`src/rtl/ssr_pkg.sv`:
```
// package of constants, commands and carriers for the status service request unit
package ssr_pkg;

  // ---------------------------------------------------------------
  // widths and field positions
  // ---------------------------------------------------------------
  localparam int unsigned REG_W       = 8;
  localparam int unsigned MSS_BIT     = 6;
  localparam int unsigned ESB_BIT     = 5;
  localparam int unsigned OPC_BIT     = 0;

  // ---------------------------------------------------------------
  // reset values and fixed answers
  // ---------------------------------------------------------------
  localparam logic [7:0]  SRE_RST     = 8'h00;
  localparam logic [7:0]  ESE_RST     = 8'h00;
  localparam logic [7:0]  EVT_RST     = 8'h00;
  localparam logic [7:0]  RESP_RST    = 8'h00;
  localparam logic [7:0]  SET_RST     = 8'h00;
  localparam logic [7:0]  TST_PASS    = 8'h00;
  localparam logic [7:0]  OPC_ANSWER  = 8'h01;

  // ---------------------------------------------------------------
  // timing
  // ---------------------------------------------------------------
  localparam int unsigned CLK_NS      = 5;
  localparam int unsigned TST_NS      = 40;
  localparam int unsigned TST_CYC     = (TST_NS + CLK_NS - 1) / CLK_NS;

  // ---------------------------------------------------------------
  // command codes
  // ---------------------------------------------------------------
  typedef enum logic [3:0] {
    SSR_CMD_NOP   = 4'h0,
    SSR_CMD_RST   = 4'h1,
    SSR_CMD_CLS   = 4'h2,
    SSR_CMD_SRE   = 4'h3,
    SSR_CMD_SREQ  = 4'h4,
    SSR_CMD_STBQ  = 4'h5,
    SSR_CMD_TSTQ  = 4'h6,
    SSR_CMD_WAI   = 4'h7,
    SSR_CMD_OPC   = 4'h8,
    SSR_CMD_OPCQ  = 4'h9,
    SSR_CMD_ESE   = 4'hA,
    SSR_CMD_ESEQ  = 4'hB,
    SSR_CMD_ESRQ  = 4'hC,
    SSR_CMD_SEQ   = 4'hD,
    SSR_CMD_OVL   = 4'hE,
    SSR_CMD_SET   = 4'hF
  } ssr_cmd_e;

  // command word from the controller
  typedef struct packed {
    ssr_cmd_e   op;
    logic [7:0] arg;
  } ssr_cmd_s;

  // response word back to the controller
  typedef struct packed {
    logic       valid;
    logic [7:0] data;
  } ssr_resp_s;

  // ---------------------------------------------------------------
  // shared functions
  // ---------------------------------------------------------------
  function automatic logic [7:0] ssr_rise(input logic [7:0] now, input logic [7:0] was);
    ssr_rise = now & ~was;
  endfunction

endpackage

```
`src/rtl/ssr_self_test.sv`:
```
// main board self test sequencer
`timescale 1ns/1ps
`default_nettype none
module ssr_self_test
  import ssr_pkg::*;
#(
  parameter int unsigned CYC = TST_CYC
)(
  // clocking
  input  wire logic       clk,
  input  wire logic       rst,
  input  wire logic       ce,
  // control
  input  wire logic       start,
  input  wire logic       board_fault,
  // result
  output logic            done,
  output logic [7:0]      result
);

  logic [7:0] cnt;
  logic       busy;
  logic       fault;
  logic [7:0] next_cnt;
  logic       next_busy;
  logic       next_fault;
  logic       next_done;
  logic [7:0] next_result;

  always_comb begin
    next_cnt    = cnt;
    next_busy   = busy;
    next_fault  = fault;
    next_done   = 1'b0;
    next_result = result;
    if (start && !busy) begin
      next_busy  = 1'b1;
      next_cnt   = 8'(CYC - 1);
      next_fault = 1'b0;
    end else if (busy) begin
      next_fault = fault | board_fault;
      if (cnt == 8'h00) begin
        next_busy   = 1'b0;
        next_done   = 1'b1;
        // zero means the board passed
        next_result = (fault | board_fault) ? 8'h01 : TST_PASS;
      end else begin
        next_cnt = cnt - 8'h01;
      end
    end
  end

  always_ff @(posedge clk) begin
    if (rst) begin
      cnt    <= 8'h00;
      busy   <= 1'b0;
      fault  <= 1'b0;
      done   <= 1'b0;
      result <= TST_PASS;
    end else if (ce) begin
      cnt    <= next_cnt;
      busy   <= next_busy;
      fault  <= next_fault;
      done   <= next_done;
      result <= next_result;
    end
  end

endmodule
`default_nettype wire

```
`src/rtl/ssr_srq_gen.sv`:
```
// service request edge detector over the status byte and its mask
`timescale 1ns/1ps
`default_nettype none
module ssr_srq_gen
  import ssr_pkg::*;
(
  // clocking
  input  wire logic       clk,
  input  wire logic       rst,
  input  wire logic       ce,
  // status and mask
  input  wire logic [7:0] stb_low,
  input  wire logic [7:0] mask,
  // request pulse
  output logic            srq
);

  logic [7:0] stb_prev;
  logic [7:0] mask_prev;
  logic [7:0] next_stb_prev;
  logic [7:0] next_mask_prev;
  logic       next_srq;

  always_comb begin
    next_stb_prev  = stb_low;
    next_mask_prev = mask;
    // either edge counts while the other side is already set
    next_srq = |(ssr_rise(stb_low, stb_prev) & mask)
             | |(ssr_rise(mask, mask_prev) & stb_low);
  end

  always_ff @(posedge clk) begin
    if (rst) begin
      stb_prev  <= 8'h00;
      mask_prev <= 8'h00;
      srq       <= 1'b0;
    end else if (ce) begin
      stb_prev  <= next_stb_prev;
      mask_prev <= next_mask_prev;
      srq       <= next_srq;
    end
  end

endmodule
`default_nettype wire

```
`src/rtl/ssr_top.sv`:
```
// status byte, service request and common command core
// What this block does
// - device reset presets all settings and cancels pending completion requests
// - device reset keeps error queue, enable and transition registers
// - service request mask accepts any value 0 to 255
// - bit 6 of the written mask is ignored
// - status bit rising while enabled raises a service request
// - mask bit rising while status bit set raises a service request
// - mask query returns the current mask
// - status byte read returns all eight bits and changes nothing
// - only clear status, the event register query and the enable register writes clear status byte bits
// - self test returns zero on pass, non zero on fault
// - wait holds later commands until overlapped work completes
// - sequential commands block; overlapped commands let later ones start
// - enabled standard event summary drives status bit 5
// - clear status empties errors, zeroes events, keeps enables
// - idle overlap flag is low while overlapped work is pending
`timescale 1ns/1ps
`default_nettype none
module ssr_top
  import ssr_pkg::*;
#(
  parameter int unsigned SEQ_CYC = 4,
  parameter int unsigned OVL_CYC = 16
)(
  // clocking
  input  wire logic       clk,
  input  wire logic       rst,
  input  wire logic       ce,
  // command port
  input  wire logic       cmd_valid,
  input  wire ssr_cmd_s   cmd,
  output logic            cmd_ready,
  // response port
  output ssr_resp_s       resp,
  // status sources from the rest of the module
  input  wire logic [4:0] stb_src,
  input  wire logic       err_nonempty,
  input  wire logic [7:0] evt_set,
  input  wire logic       board_fault,
  // effects on the rest of the module
  output logic            err_clear,
  output logic [7:0]      setting,
  output logic            srq
);

  // ---------------------------------------------------------------
  // state
  // ---------------------------------------------------------------
  typedef enum logic [3:0] {
    ST_IDLE = 4'b0001,
    ST_SEQ  = 4'b0010,
    ST_WAIT = 4'b0100,
    ST_TST  = 4'b1000
  } ssr_st_e;

  ssr_st_e    st;
  ssr_st_e    next_st;
  logic [7:0] sre;
  logic [7:0] next_sre;
  logic [7:0] ese;
  logic [7:0] next_ese;
  logic [7:0] esr;
  logic [7:0] next_esr;
  logic [7:0] setting_q;
  logic [7:0] next_setting;
  logic [7:0] seq_cnt;
  logic [7:0] next_seq_cnt;
  logic [7:0] ovl_cnt;
  logic [7:0] next_ovl_cnt;
  logic       opc_cmd;
  logic       next_opc_cmd;
  logic       opc_qry;
  logic       next_opc_qry;
  ssr_resp_s  next_resp;
  logic       next_err_clear;
  logic       idle_overlap_flag;
  logic       tst_start;
  logic       tst_done;
  logic [7:0] tst_result;
  logic [7:0] stb_low;
  logic [7:0] stb;
  logic       take;

  // ---------------------------------------------------------------
  // status byte
  // ---------------------------------------------------------------
  // the pending error count lives outside; bit 2 reports it non empty
  always_comb begin
    stb_low          = 8'h00;
    stb_low[1:0]     = stb_src[1:0];
    stb_low[2]       = err_nonempty;
    stb_low[4:3]     = stb_src[3:2];
    stb_low[ESB_BIT] = |(esr & ese);
    stb_low[7]       = stb_src[4];
    stb              = stb_low;
    stb[MSS_BIT]     = |(stb_low & sre & ~(8'h01 << MSS_BIT));
  end

  assign idle_overlap_flag = (ovl_cnt == 8'h00);
  assign take      = cmd_valid && cmd_ready;
  assign cmd_ready = (st == ST_IDLE);
  assign tst_start = take && (cmd.op == SSR_CMD_TSTQ);
  assign setting   = setting_q;

  // ---------------------------------------------------------------
  // command sequencer
  // ---------------------------------------------------------------
  always_comb begin
    next_st        = st;
    next_sre       = sre;
    next_ese       = ese;
    next_esr       = esr | evt_set;
    next_setting   = setting_q;
    next_seq_cnt   = seq_cnt;
    next_ovl_cnt   = (ovl_cnt != 8'h00) ? ovl_cnt - 8'h01 : 8'h00;
    next_opc_cmd   = opc_cmd;
    next_opc_qry   = opc_qry;
    next_resp      = '{valid: 1'b0, data: resp.data};
    next_err_clear = 1'b0;
    case (st)
      ST_IDLE: begin
        if (take) begin
          case (cmd.op)
            SSR_CMD_RST: begin
              // enables, error queue and transitions are left alone
              next_setting = SET_RST;
              next_opc_cmd = 1'b0;
              next_opc_qry = 1'b0;
              next_resp.valid = 1'b0;
            end
            SSR_CMD_CLS: begin
              // event sources asserting now still land: set wins
              next_esr       = evt_set;
              next_err_clear = 1'b1;
              next_opc_cmd   = 1'b0;
              next_opc_qry   = 1'b0;
              next_resp.valid = 1'b0;
            end
            SSR_CMD_SRE: begin
              next_sre = cmd.arg & ~(8'h01 << MSS_BIT);
            end
            SSR_CMD_SREQ: next_resp = '{valid: 1'b1, data: sre};
            SSR_CMD_STBQ: next_resp = '{valid: 1'b1, data: stb};
            SSR_CMD_ESE:  next_ese  = cmd.arg;
            SSR_CMD_ESEQ: next_resp = '{valid: 1'b1, data: ese};
            SSR_CMD_ESRQ: begin
              next_resp = '{valid: 1'b1, data: esr};
              next_esr  = evt_set;
            end
            SSR_CMD_OPC:  next_opc_cmd = 1'b1;
            SSR_CMD_OPCQ: next_opc_qry = 1'b1;
            SSR_CMD_TSTQ: next_st = ST_TST;
            SSR_CMD_WAI: begin
              if (!idle_overlap_flag) begin
                next_st = ST_WAIT;
              end
            end
            SSR_CMD_SEQ: begin
              next_st      = ST_SEQ;
              next_seq_cnt = 8'(SEQ_CYC - 1);
            end
            SSR_CMD_OVL: next_ovl_cnt = 8'(OVL_CYC);
            SSR_CMD_SET: next_setting = cmd.arg;
            default: next_st = ST_IDLE;
          endcase
        end
      end
      ST_SEQ: begin
        if (seq_cnt == 8'h00) begin
          next_st = ST_IDLE;
        end else begin
          next_seq_cnt = seq_cnt - 8'h01;
        end
      end
      ST_WAIT: begin
        if (idle_overlap_flag) begin
          next_st = ST_IDLE;
        end
      end
      ST_TST: begin
        if (tst_done) begin
          next_st   = ST_IDLE;
          next_resp = '{valid: 1'b1, data: tst_result};
        end
      end
      default: next_st = ST_IDLE;
    endcase
    // completion is resolved after decode so reset and clear can cancel it,
    // and a read-and-clear of the event register cannot swallow the set
    if (next_opc_cmd && idle_overlap_flag) begin
      next_esr[OPC_BIT] = 1'b1;
      next_opc_cmd      = 1'b0;
    end
    // the completion answer yields to any other answer due in this cycle
    if (next_opc_qry && idle_overlap_flag && !next_resp.valid) begin
      next_resp    = '{valid: 1'b1, data: OPC_ANSWER};
      next_opc_qry = 1'b0;
    end
  end

  always_ff @(posedge clk) begin
    if (rst) begin
      st        <= ST_IDLE;
      sre       <= SRE_RST;
      ese       <= ESE_RST;
      esr       <= EVT_RST;
      setting_q <= SET_RST;
      seq_cnt   <= 8'h00;
      ovl_cnt   <= 8'h00;
      opc_cmd   <= 1'b0;
      opc_qry   <= 1'b0;
      resp      <= '{valid: 1'b0, data: RESP_RST};
      err_clear <= 1'b0;
    end else if (ce) begin
      st        <= next_st;
      sre       <= next_sre;
      ese       <= next_ese;
      esr       <= next_esr;
      setting_q <= next_setting;
      seq_cnt   <= next_seq_cnt;
      ovl_cnt   <= next_ovl_cnt;
      opc_cmd   <= next_opc_cmd;
      opc_qry   <= next_opc_qry;
      resp      <= next_resp;
      err_clear <= next_err_clear;
    end
  end

  // ---------------------------------------------------------------
  // helpers
  // ---------------------------------------------------------------
  ssr_srq_gen u_srq (
    .clk     (clk),
    .rst     (rst),
    .ce      (ce),
    .stb_low (stb_low),
    .mask    (sre),
    .srq     (srq)
  );

  ssr_self_test u_tst (
    .clk         (clk),
    .rst         (rst),
    .ce          (ce),
    .start       (tst_start),
    .board_fault (board_fault),
    .done        (tst_done),
    .result      (tst_result)
  );
endmodule
`default_nettype wire

```
`config.mk`:
```
export PLATFORM = sky130hd
export DESIGN_NAME = ssr_top
export DESIGN_NICKNAME = d
export VERILOG_FILES = /design/src/rtl/ssr_pkg.sv /design/src/rtl/ssr_self_test.sv /design/src/rtl/ssr_srq_gen.sv /design/src/rtl/ssr_top.sv
export SDC_FILE = /design/constraint.sdc
export NUM_CORES = 1
export LEC_CHECK = 0
export BUFFER_PORTS_ARGS = -buffer_cell sky130_fd_sc_hd__buf_2
export CAP_MARGIN = 20
export CORE_MARGIN = 1.5
export CORE_UTILIZATION = 59
export DETAILED_ROUTE_END_ITERATION = 8
export PLACE_DENSITY = 0.76
export SYNTH_ARGS = -nofsm -noshare
export SYNTH_HDL_FRONTEND = slang
export SYNTH_HIERARCHICAL = 1
export SYNTH_SLANG_ARGS = --single-unit
export TNS_END_PERCENT = 30
```
`constraint.sdc`:
```
create_clock -name clk -period 3.12 [get_ports clk]
set_clock_uncertainty 0.05 [all_clocks]
set_input_delay 0.936 -clock clk [delete_from_list [all_inputs] [get_ports clk]]
set_output_delay 0.936 -clock clk [all_outputs]
set_load 0.03 [all_outputs]
```
# Word-level counts from Yosys, hierarchy flattened
# Index checks and enable logic that the tools add are counted.
dict set report word_totals {
  wordCells 148
  register_bits 97
  inputBits 31
}
dict set report classes {
  n_mux 49
  n_eq_ne 31
  bitwise_logic 12
  reduce_logical 33
  n_addsub 3
}
# op count
set op_table {}
lappend op_table {{8-bit 2-to-1 mux} 13}
lappend op_table {{8-bit AND} 6}
lappend op_table {{4-bit equality test, second input constant} 9}
lappend op_table {{4-bit one-hot mux with 4 select lines} 2}
lappend op_table {{8-bit one-hot mux with 2 select lines} 2}
lappend op_table {{8-bit one-hot mux with 4 select lines} 1}
lappend op_table {{9-bit 2-to-1 mux} 3}
lappend op_table {{8-bit zero test} 3}
lappend op_table {{8-bit OR reduction} 3}
lappend op_table {{8-bit by 1-bit subtractor with 8-bit output, second input constant} 3}
lappend op_table {{4-bit by 3-bit equality test with 1-bit output, second input constant} 5}
lappend op_table {{1-bit 2-to-1 mux} 20}
lappend op_table {{4-bit 2-to-1 mux} 5}
lappend op_table {{9-bit one-hot mux with 2 select lines} 1}
lappend op_table {{8-bit inverter} 2}
lappend op_table {{4-bit AND reduction} 4}
lappend op_table {{4-bit by 2-bit equality test with 1-bit output, second input constant} 3}
lappend op_table {{12-bit OR reduction} 1}
lappend op_table {{5-bit AND reduction} 2}
lappend op_table {{4-bit by 1-bit equality test with 1-bit output, second input constant} 2}
lappend op_table {{2-bit by 1-bit != test with 1-bit output, second input constant} 4}
lappend op_table {{2-bit != test, second input constant} 4}
lappend op_table {{8-bit OR} 1}
lappend op_table {{8-bit nonzero test} 1}
lappend op_table {{17 further kinds} 28}

# Depth between registers and ports, before layout
# Gate-level depths: netlist of run 1.
dict set report logic_depth {
  word_depth 11
  mapped_depth 9
  mapped_depth_nobuf 8
}

# Modules after synthesis
# The synthesis of run 1 kept the hierarchy.
# module cells_each seq_area_each_um2 area_each_um2 n_inst
set modules_own_cells {}
lappend modules_own_cells {ssr_top 385 1261.2 3355.7 1}
lappend modules_own_cells {ssr_srq_gen 73 340.3 696.9 1}
lappend modules_own_cells {ssr_self_test 75 240.2 655.6 1}

# Worst setup path before layout of run 1
# OpenSTA, ideal clock, no wires.
dict set report synth_timing {
  path_type {input to register}
  start {input cmd[9] (netlist name)}
  end {register u_tst.cnt[5]}
  t_arrival_ns 2.790
  slack_ns 0.205
  setup_time_ns 0.076
  path_stages 8
  required_ns 2.994
  cell_sequence {clkbuf_1 > clkbuf_1 > nand4b_1 > nor2_1 > o21ai_0 > a31o_2 > or4_1 > a21boi_0}
}
dict set report synth_via {
  elab_chain_len 5
  word_cells_on_any_way 7
  classes_between {eq/ne (2); mux (1); reduce/logical (4)}
}
# element line
set synth_rtl {}
lappend synth_rtl {{start, declared} ssr_top.sv:32} ;# input wire ssr_cmd_s cmd,
lappend synth_rtl {{4-bit by 3-bit equality test with 1-bit output *} ssr_top.sv:103} ;# assign tst_start = take && (cmd.op == SSR_CMD_TSTQ);
lappend synth_rtl {{1-bit logical AND *} ssr_top.sv:103}
lappend synth_rtl {{named net tst_start} ssr_top.sv:78} ;# logic tst_start;
lappend synth_rtl {{1-bit logical AND *} ssr_self_test.sv:36} ;# if (start && !busy) begin
lappend synth_rtl {{2-bit by 1-bit != test with 1-bit output (no line) or 2-bit nonzero test (tied branches)} --}
lappend synth_rtl {{3-bit AND reduction (no line)} --}
lappend synth_rtl {{end signal, assigned} ssr_self_test.sv:61} ;# cnt <= next_cnt;
lappend synth_rtl {{end, declared} ssr_self_test.sv:21} ;# logic [7:0] cnt;
# Mark *: on every way through the listed nets, which the timed path passes. The rest lies on a longest branch.
# A chain may end at the register's enable or synchronous reset.

# Final worst setup path of run 1
dict set report layout_timing {
  start {register st[0]}
  end {register u_tst.cnt[5]}
}
dict set report layout_via {
  elab_chain_len 6
  word_cells_on_any_way 8
  classes_between {eq/ne (2); mux (1); reduce/logical (5)}
}
# element line
set layout_rtl {}
lappend layout_rtl {{start, declared} ssr_top.sv:57} ;# ssr_st_e st;
lappend layout_rtl {{start signal, assigned} ssr_top.sv:216} ;# st <= next_st;
lappend layout_rtl {{4-bit by 1-bit equality test with 1-bit output *} ssr_top.sv:102} ;# assign cmd_ready = (st == ST_IDLE);
lappend layout_rtl {{1-bit logical AND *} ssr_top.sv:101} ;# assign take = cmd_valid && cmd_ready;
lappend layout_rtl {{1-bit logical AND *} ssr_top.sv:103}
lappend layout_rtl {{named net tst_start} ssr_top.sv:78}
lappend layout_rtl {{1-bit logical AND *} ssr_self_test.sv:36}
lappend layout_rtl {{2-bit by 1-bit != test with 1-bit output (no line) or 2-bit nonzero test (tied branches)} --}
lappend layout_rtl {{3-bit AND reduction (no line)} --}
# Marked as above.

==> results of run 1 <==
## registers in the layout (all words and copies together) (netlist names)
name,flops
opc_cmd,1
err_clear,1
setting,8
ese,8
u_srq/mask_prev,8
u_srq/srq,1
sre,7
u_srq/stb_prev,8
u_tst/done,1
esr,8
u_tst/cnt,8
ovl_cnt,8
opc_qry,1
u_tst/result,1
u_tst/fault,1
seq_cnt,8
u_tst/busy,1
st,4
resp,9
## logic make-up after synthesis
kind of cell,Yosys count,synth area share
AO/OA/AOI/OAI,135,0.217
XOR/XNOR,10,0.0186
multiplexers,35,0.0747
buffers and inverters,49,0.0561
AND/OR/NAND/NOR,205,0.227
other,2,0.00160
adder cells (fa/ha/maj),5,0.0133
flip-flops,92,0.391
## layer usage
metal,up-vias,wire [um],GRT usage
li1,2041,-,-
met1,1994,5400,0.393
met2,106,5040,0.411
met3,8,463,0.0361
met4,0,113,0.0885
met5,-,0,0
## area by class of cell
cell class | count | share of cell area
multi-input combinational | 401 | 0.505
inverter | 14 | 0.0101
tap | 102 | 0.0244
sequential | 92 | 0.353
clock inverter | 6 | 0.0184
timing repair buffer | 62 | 0.0652
clock buffer | 10 | 0.0244
## power by group through the flow
stage                     registers, mW  clock network, mW  logic [mW]
after floorplan                    1.33                  0       0.423
after global placement             1.33                  0       0.545
after detailed placement           1.34                  0       0.562
after CTS                          1.31              0.910       0.566
after global routing               1.32              0.955       0.634
final                              1.31              0.897       0.568
## synth_stat cells (all sizes together), types with 7 or more instances
library cell and instances:
nor2 85, o21ai 9, nand3b 7, nor4 7, or3 10, nand2 38, o2bb2ai 7, a211oi 12
nor3 8, a22oi 29, buf 21, a21oi 25, mux2i 34, or4 7, clkbuf 14, dfxtp 92
inv 13
## critical path: stages, from the launching register on
cell and delay (ps):
dfxtp_1 480, or4b_4 620, inv_2 140, nand4b_1 160
nor2_1 280, o21ai_0 150, a31o_2 290, or4_1 470
a21boi_0 180
## final timing paths
| path | startpoint | endpoint | slack, ps | depth (start not counted) |
|---|---|---|---|---|
| worst max-delay path | st[0]$_SDFFE_PP1P_ | u_tst/cnt[5]$_SDFFE_PP0P_ | 220 | 8 |
| worst min-delay path | resp[2]$_SDFFE_PP0P_ | resp[2]$_SDFFE_PP0P_ | 430 | 1 |
| worst max register to register | st[0]$_SDFFE_PP1P_ | u_tst/cnt[5]$_SDFFE_PP0P_ | 220 | 8 |
| worst min register to register | resp[2]$_SDFFE_PP0P_ | resp[2]$_SDFFE_PP0P_ | 430 | 1 |
## per-stage QoR
stage | area [um^2] | power [mW] | instances | hold WS [ps] | setup WS (ps)
floorplan | 4740 | 1.75 | 542 | 403 | 205
global placement | 5000 | 1.88 | 671 | 413 | 356
detailed placement | 5000 | 1.90 | 671 | 410 | 292
CTS | 5220 | 2.79 | 687 | 430 | 255
global route | 5220 | 2.91 | 687 | 448 | 41.6
finish | 5220 | 2.77 | 687 | 433 | 220
==> impl_metrics.tcl, run 1 <==
set metrics [dict create \
    status "finished clean" \
    layout_min_cycle_time_ps 2900 \
    cp.required_ps 3360 \
    grt_pass1_vias 3738 \
    mostFrequentLayoutCells "dfxtp_1, nor2_1, buf_2" \
    p_clk_frac 0.323 \
    drc 0 \
    routed_wl_um 11000 \
    cts_repair_resize_count 0 \
    slew_headroom 0.542 \
    grt_max_degree 44 \
    ios 51 \
    antenna_found_initial 0 \
    yosys.area.top_type_share 0.391 \
    setup_tns_ps 0 \
    grt_usage 0.270 \
    cap_violations 0 \
    swShare 0.298 \
    root_buffer "clkbuf_8" \
    synth-seq-cells 92 \
    synth-edff-count 0 \
    h-tree-depth 3 \
    yosys.area.top_type "dfxtp_1" \
    rows 32 \
    clock_latency_ps 370 \
    syn_avg_cell_area_um2 8.83 \
    path_clk_slew_ps 90 \
    setup_viol 0 \
    critPathMaxFanout 12 \
    vias 4149 \
    ys_types 80 \
    power_leakage_nw 2.13 \
    combPwrFrac 0.205 \
    drt_iter0_drc 358 \
    routed_via_density 6.04 \
    regArea_um2 1840 \
    drive_above_1_share 0.166 \
    syn-cell-area_um2 4710 \
    synth_flop_cell "dfxtp_1" \
    start_util 0.609 \
    crit_arrival_ps 3140 \
    clock_path_buffers 2 \
    grt-ovfl-total 0 \
    grt_setup_unrepaired "no" \
    routedWlPerCell_um 16.0 \
    dp_hpwl_um 8040 \
    multi_input_area_um2 2640 \
    intPower_mw 1.95 \
    vdd_ir_drop_max_mv 0.505 \
    cts_hold_buf 0 \
    hold_violations 0 \
    final_common_cell "dfxtp_1" \
    yosys_warnings 6 \
    gp_congestion 0.937 \
    yosys-top-cells-area "dfxtp_1, mux2i_1, nor2_1" \
    worst_hold_path_type "reg -> reg" \
    post-route-util 0.676 \
    finalCritPeriodShare 0.930 \
    tritoncts "done" \
    timing.setup.critical_path_class "reg -> reg" \
    fp.coreArea_um2 7730 \
    clkSinkCount 92 \
    antenna_left 0 \
    cts_setup_buffers 0 \
    syn_inst 533 \
    die_y_um 92.3 \
    tightest_slew_ps 687 \
    ys_async_sr_fraction 0 \
    dieArea_um2 8520 \
    area_growth_pct 10.9 \
    drt-pass1-iter-count 5 \
    antenna_cells 0 \
    fillCellCount 676 \
    port_buffers 50 \
    nets 616 \
    start_kind "flop" \
    max_freq_ghz 0.345 \
    p_seq_frac 0.472 \
    ys_seq_area_frac 0.391 \
    end_kind "flop" \
    p_switching_mw 0.828 \
    p_per_area_nw_per_um2 531 \
    grt_pass1_wl_um 18400 \
    numCtsBuffers 9 \
    fp.dieW_um 92.3 \
    drv_slew 0 \
]
Power figures use the tool's default switching activity.
==> run 2, diff against run 1 <==
--- a/config.mk
+++ b/config.mk
@@ -7,6 +7,7 @@
 export LEC_CHECK = 0
 export BUFFER_PORTS_ARGS = -buffer_cell sky130_fd_sc_hd__buf_2
 export CAP_MARGIN = 20
+export CORE_ASPECT_RATIO = 1.2
 export CORE_MARGIN = 1.5
 export CORE_UTILIZATION = 59
 export DETAILED_ROUTE_END_ITERATION = 8
==> run 2 against run 1 <==
  * Die area barely moved
  * Flip-flop and latch count did not move
  * Register-to-register slack improved by 40 ps
  * Design area fell by 1.1%
  * Hold slack got worse by 3.6 ps
  * Non-clock buffer count fell by 3
  * Fmax rose by 1.5%
  * Core utilization fell by 0.56 points
==> impl_metrics.tcl, run 2 (synthesized netlist as in run 1, its figures left out) <==
set metrics [dict create \
    status "finished clean" \
    port_buffers 50 \
    grt_pass1_vias 3851 \
    cts_repair_resize_count 0 \
    path_clk_slew_ps 90 \
    swShare 0.303 \
    stdcell_area_um2 5170 \
    area_growth_pct 9.73 \
    grt_usage 0.262 \
    drive_above_1_share 0.162 \
    rows 35 \
    grt_pass1_wl_um 18100 \
    layout_min_cycle_time_ps 2860 \
    slew_headroom 0.439 \
    timing.setup.critical_path_class "reg -> reg" \
    pre_cts_ws_ps 253 \
    end_kind "flop" \
    drv_slew 0 \
    mostFrequentLayoutCells "dfxtp_1, nor2_1, buf_2" \
    numCtsBuffers 9 \
    antenna_cells 0 \
    h-tree-depth 3 \
    cp.required_ps 3360 \
    cpPeakStageDelay_ps 620 \
    die_y_um 101 \
    drt_iter0_drc 262 \
    largest_reg_flops 9 \
    cp_top_family "simple AND/OR/NAND/NOR gates" \
    vdd_ir_drop_max_mv 0.320 \
    clock_latency_ps 370 \
    finalCritPeriodShare 0.916 \
    cap_violations 0 \
    routedWlPerCell_um 16.3 \
    ios 51 \
    setup_ws_ps 264 \
    start_util 0.611 \
    grt_setup_unrepaired "no" \
    routed_wl_um 11000 \
    grt_max_degree 58 \
    antenna_found_initial 0 \
    cts_setup_buffers 0 \
    setup_tns_ps 0 \
    clkSinkCount 92 \
    regMostFlops "resp" \
    p_seq_frac 0.493 \
    root_buffer "clkbuf_8" \
    p_clk_frac 0.296 \
    p_switching_mw 0.804 \
    setup_viol 0 \
    slowest_stage "or4b_4" \
    drc 0 \
    cts_hold_buf 0 \
    critPathMaxFanout 12 \
    dp_hpwl_um 7900 \
    final_common_cell "dfxtp_1" \
    clock_path_buffers 2 \
    placed_cell_area_um2 4980 \
    gp_congestion 0.832 \
    instances_no_fill 673 \
    fp.coreArea_um2 7710 \
    power_leakage_nw 2.10 \
    dieArea_um2 8530 \
    grt-ovfl-total 0 \
    dp_cells 658 \
    max_freq_ghz 0.350 \
    routed_via_density 6.10 \
    crit_arrival_ps 3090 \
    tightest_slew_ps 840 \
    intPower_mw 1.85 \
    tritoncts "done" \
    start_kind "flop" \
    nets 613 \
    drt-pass1-iter-count 5 \
    hold_violations 0 \
    cp_num_buf_inv 1 \
    p_per_area_nw_per_um2 514 \
    antenna_left 0 \
    combPwrFrac 0.211 \
    fp.dieW_um 84.6 \
    path_cells "or4b_4 -> inv_2 -> nand4b_1 -> nor2_1 -> o21ai_0 -> a31o_2 -> or4_1 -> a21boi_0" \
    worst_hold_path_type "reg -> reg" \
    vias 4108 \
]
run 2: through the flow:
step / utilization / power [mW] / hold WS (ps)
final: 0.670 / 2.65 / 429
after global routing: 0.670 / 2.79 / 431
after CTS: 0.670 / 2.67 / 424
after detailed placement: 0.646 / 1.89 / 399
after global placement: 0.646 / 1.88 / 398
after floorplan: - / 1.75 / 403
run 2: power by group through the flow:
stage                     combinational [mW]  sequential (mW)  clock (mW)
after floorplan                        0.423             1.33           0
after global placement                 0.545             1.33           0
after detailed placement               0.557             1.33           0
after CTS                              0.563             1.31       0.802
after global routing                   0.636             1.32       0.835
final                                  0.560             1.31       0.786
run 2: area by class of cell:
cell class	count	area (um^2)
multi-input cells	401	2640
fillers	660	2540
flip-flops and latches	92	1840
repair buffers	59	330
clock buffers	9	124
well taps	92	115
clock inverters	6	66.3
inverters	14	52.6
run 2: final timing paths:
path	from	endpoint	slack, ps	depth (start not counted)
worst min register to register	resp[7]$_SDFFE_PP0P_	resp[7]$_SDFFE_PP0P_	430	1
worst max register to register	st[0]$_SDFFE_PP1P_	u_tst/cnt[5]$_SDFFE_PP0P_	260	8
worst max-delay path	st[0]$_SDFFE_PP1P_	u_tst/cnt[5]$_SDFFE_PP0P_	260	8
worst min-delay path	resp[7]$_SDFFE_PP0P_	resp[7]$_SDFFE_PP0P_	430	1
run 2: routing by layer:
metal,GRT usage,part of all wire
met3,0.0401,0.039
met2,0.444,0.48
met1,0.325,0.44
met4,0.129,0.036
met5,0,0
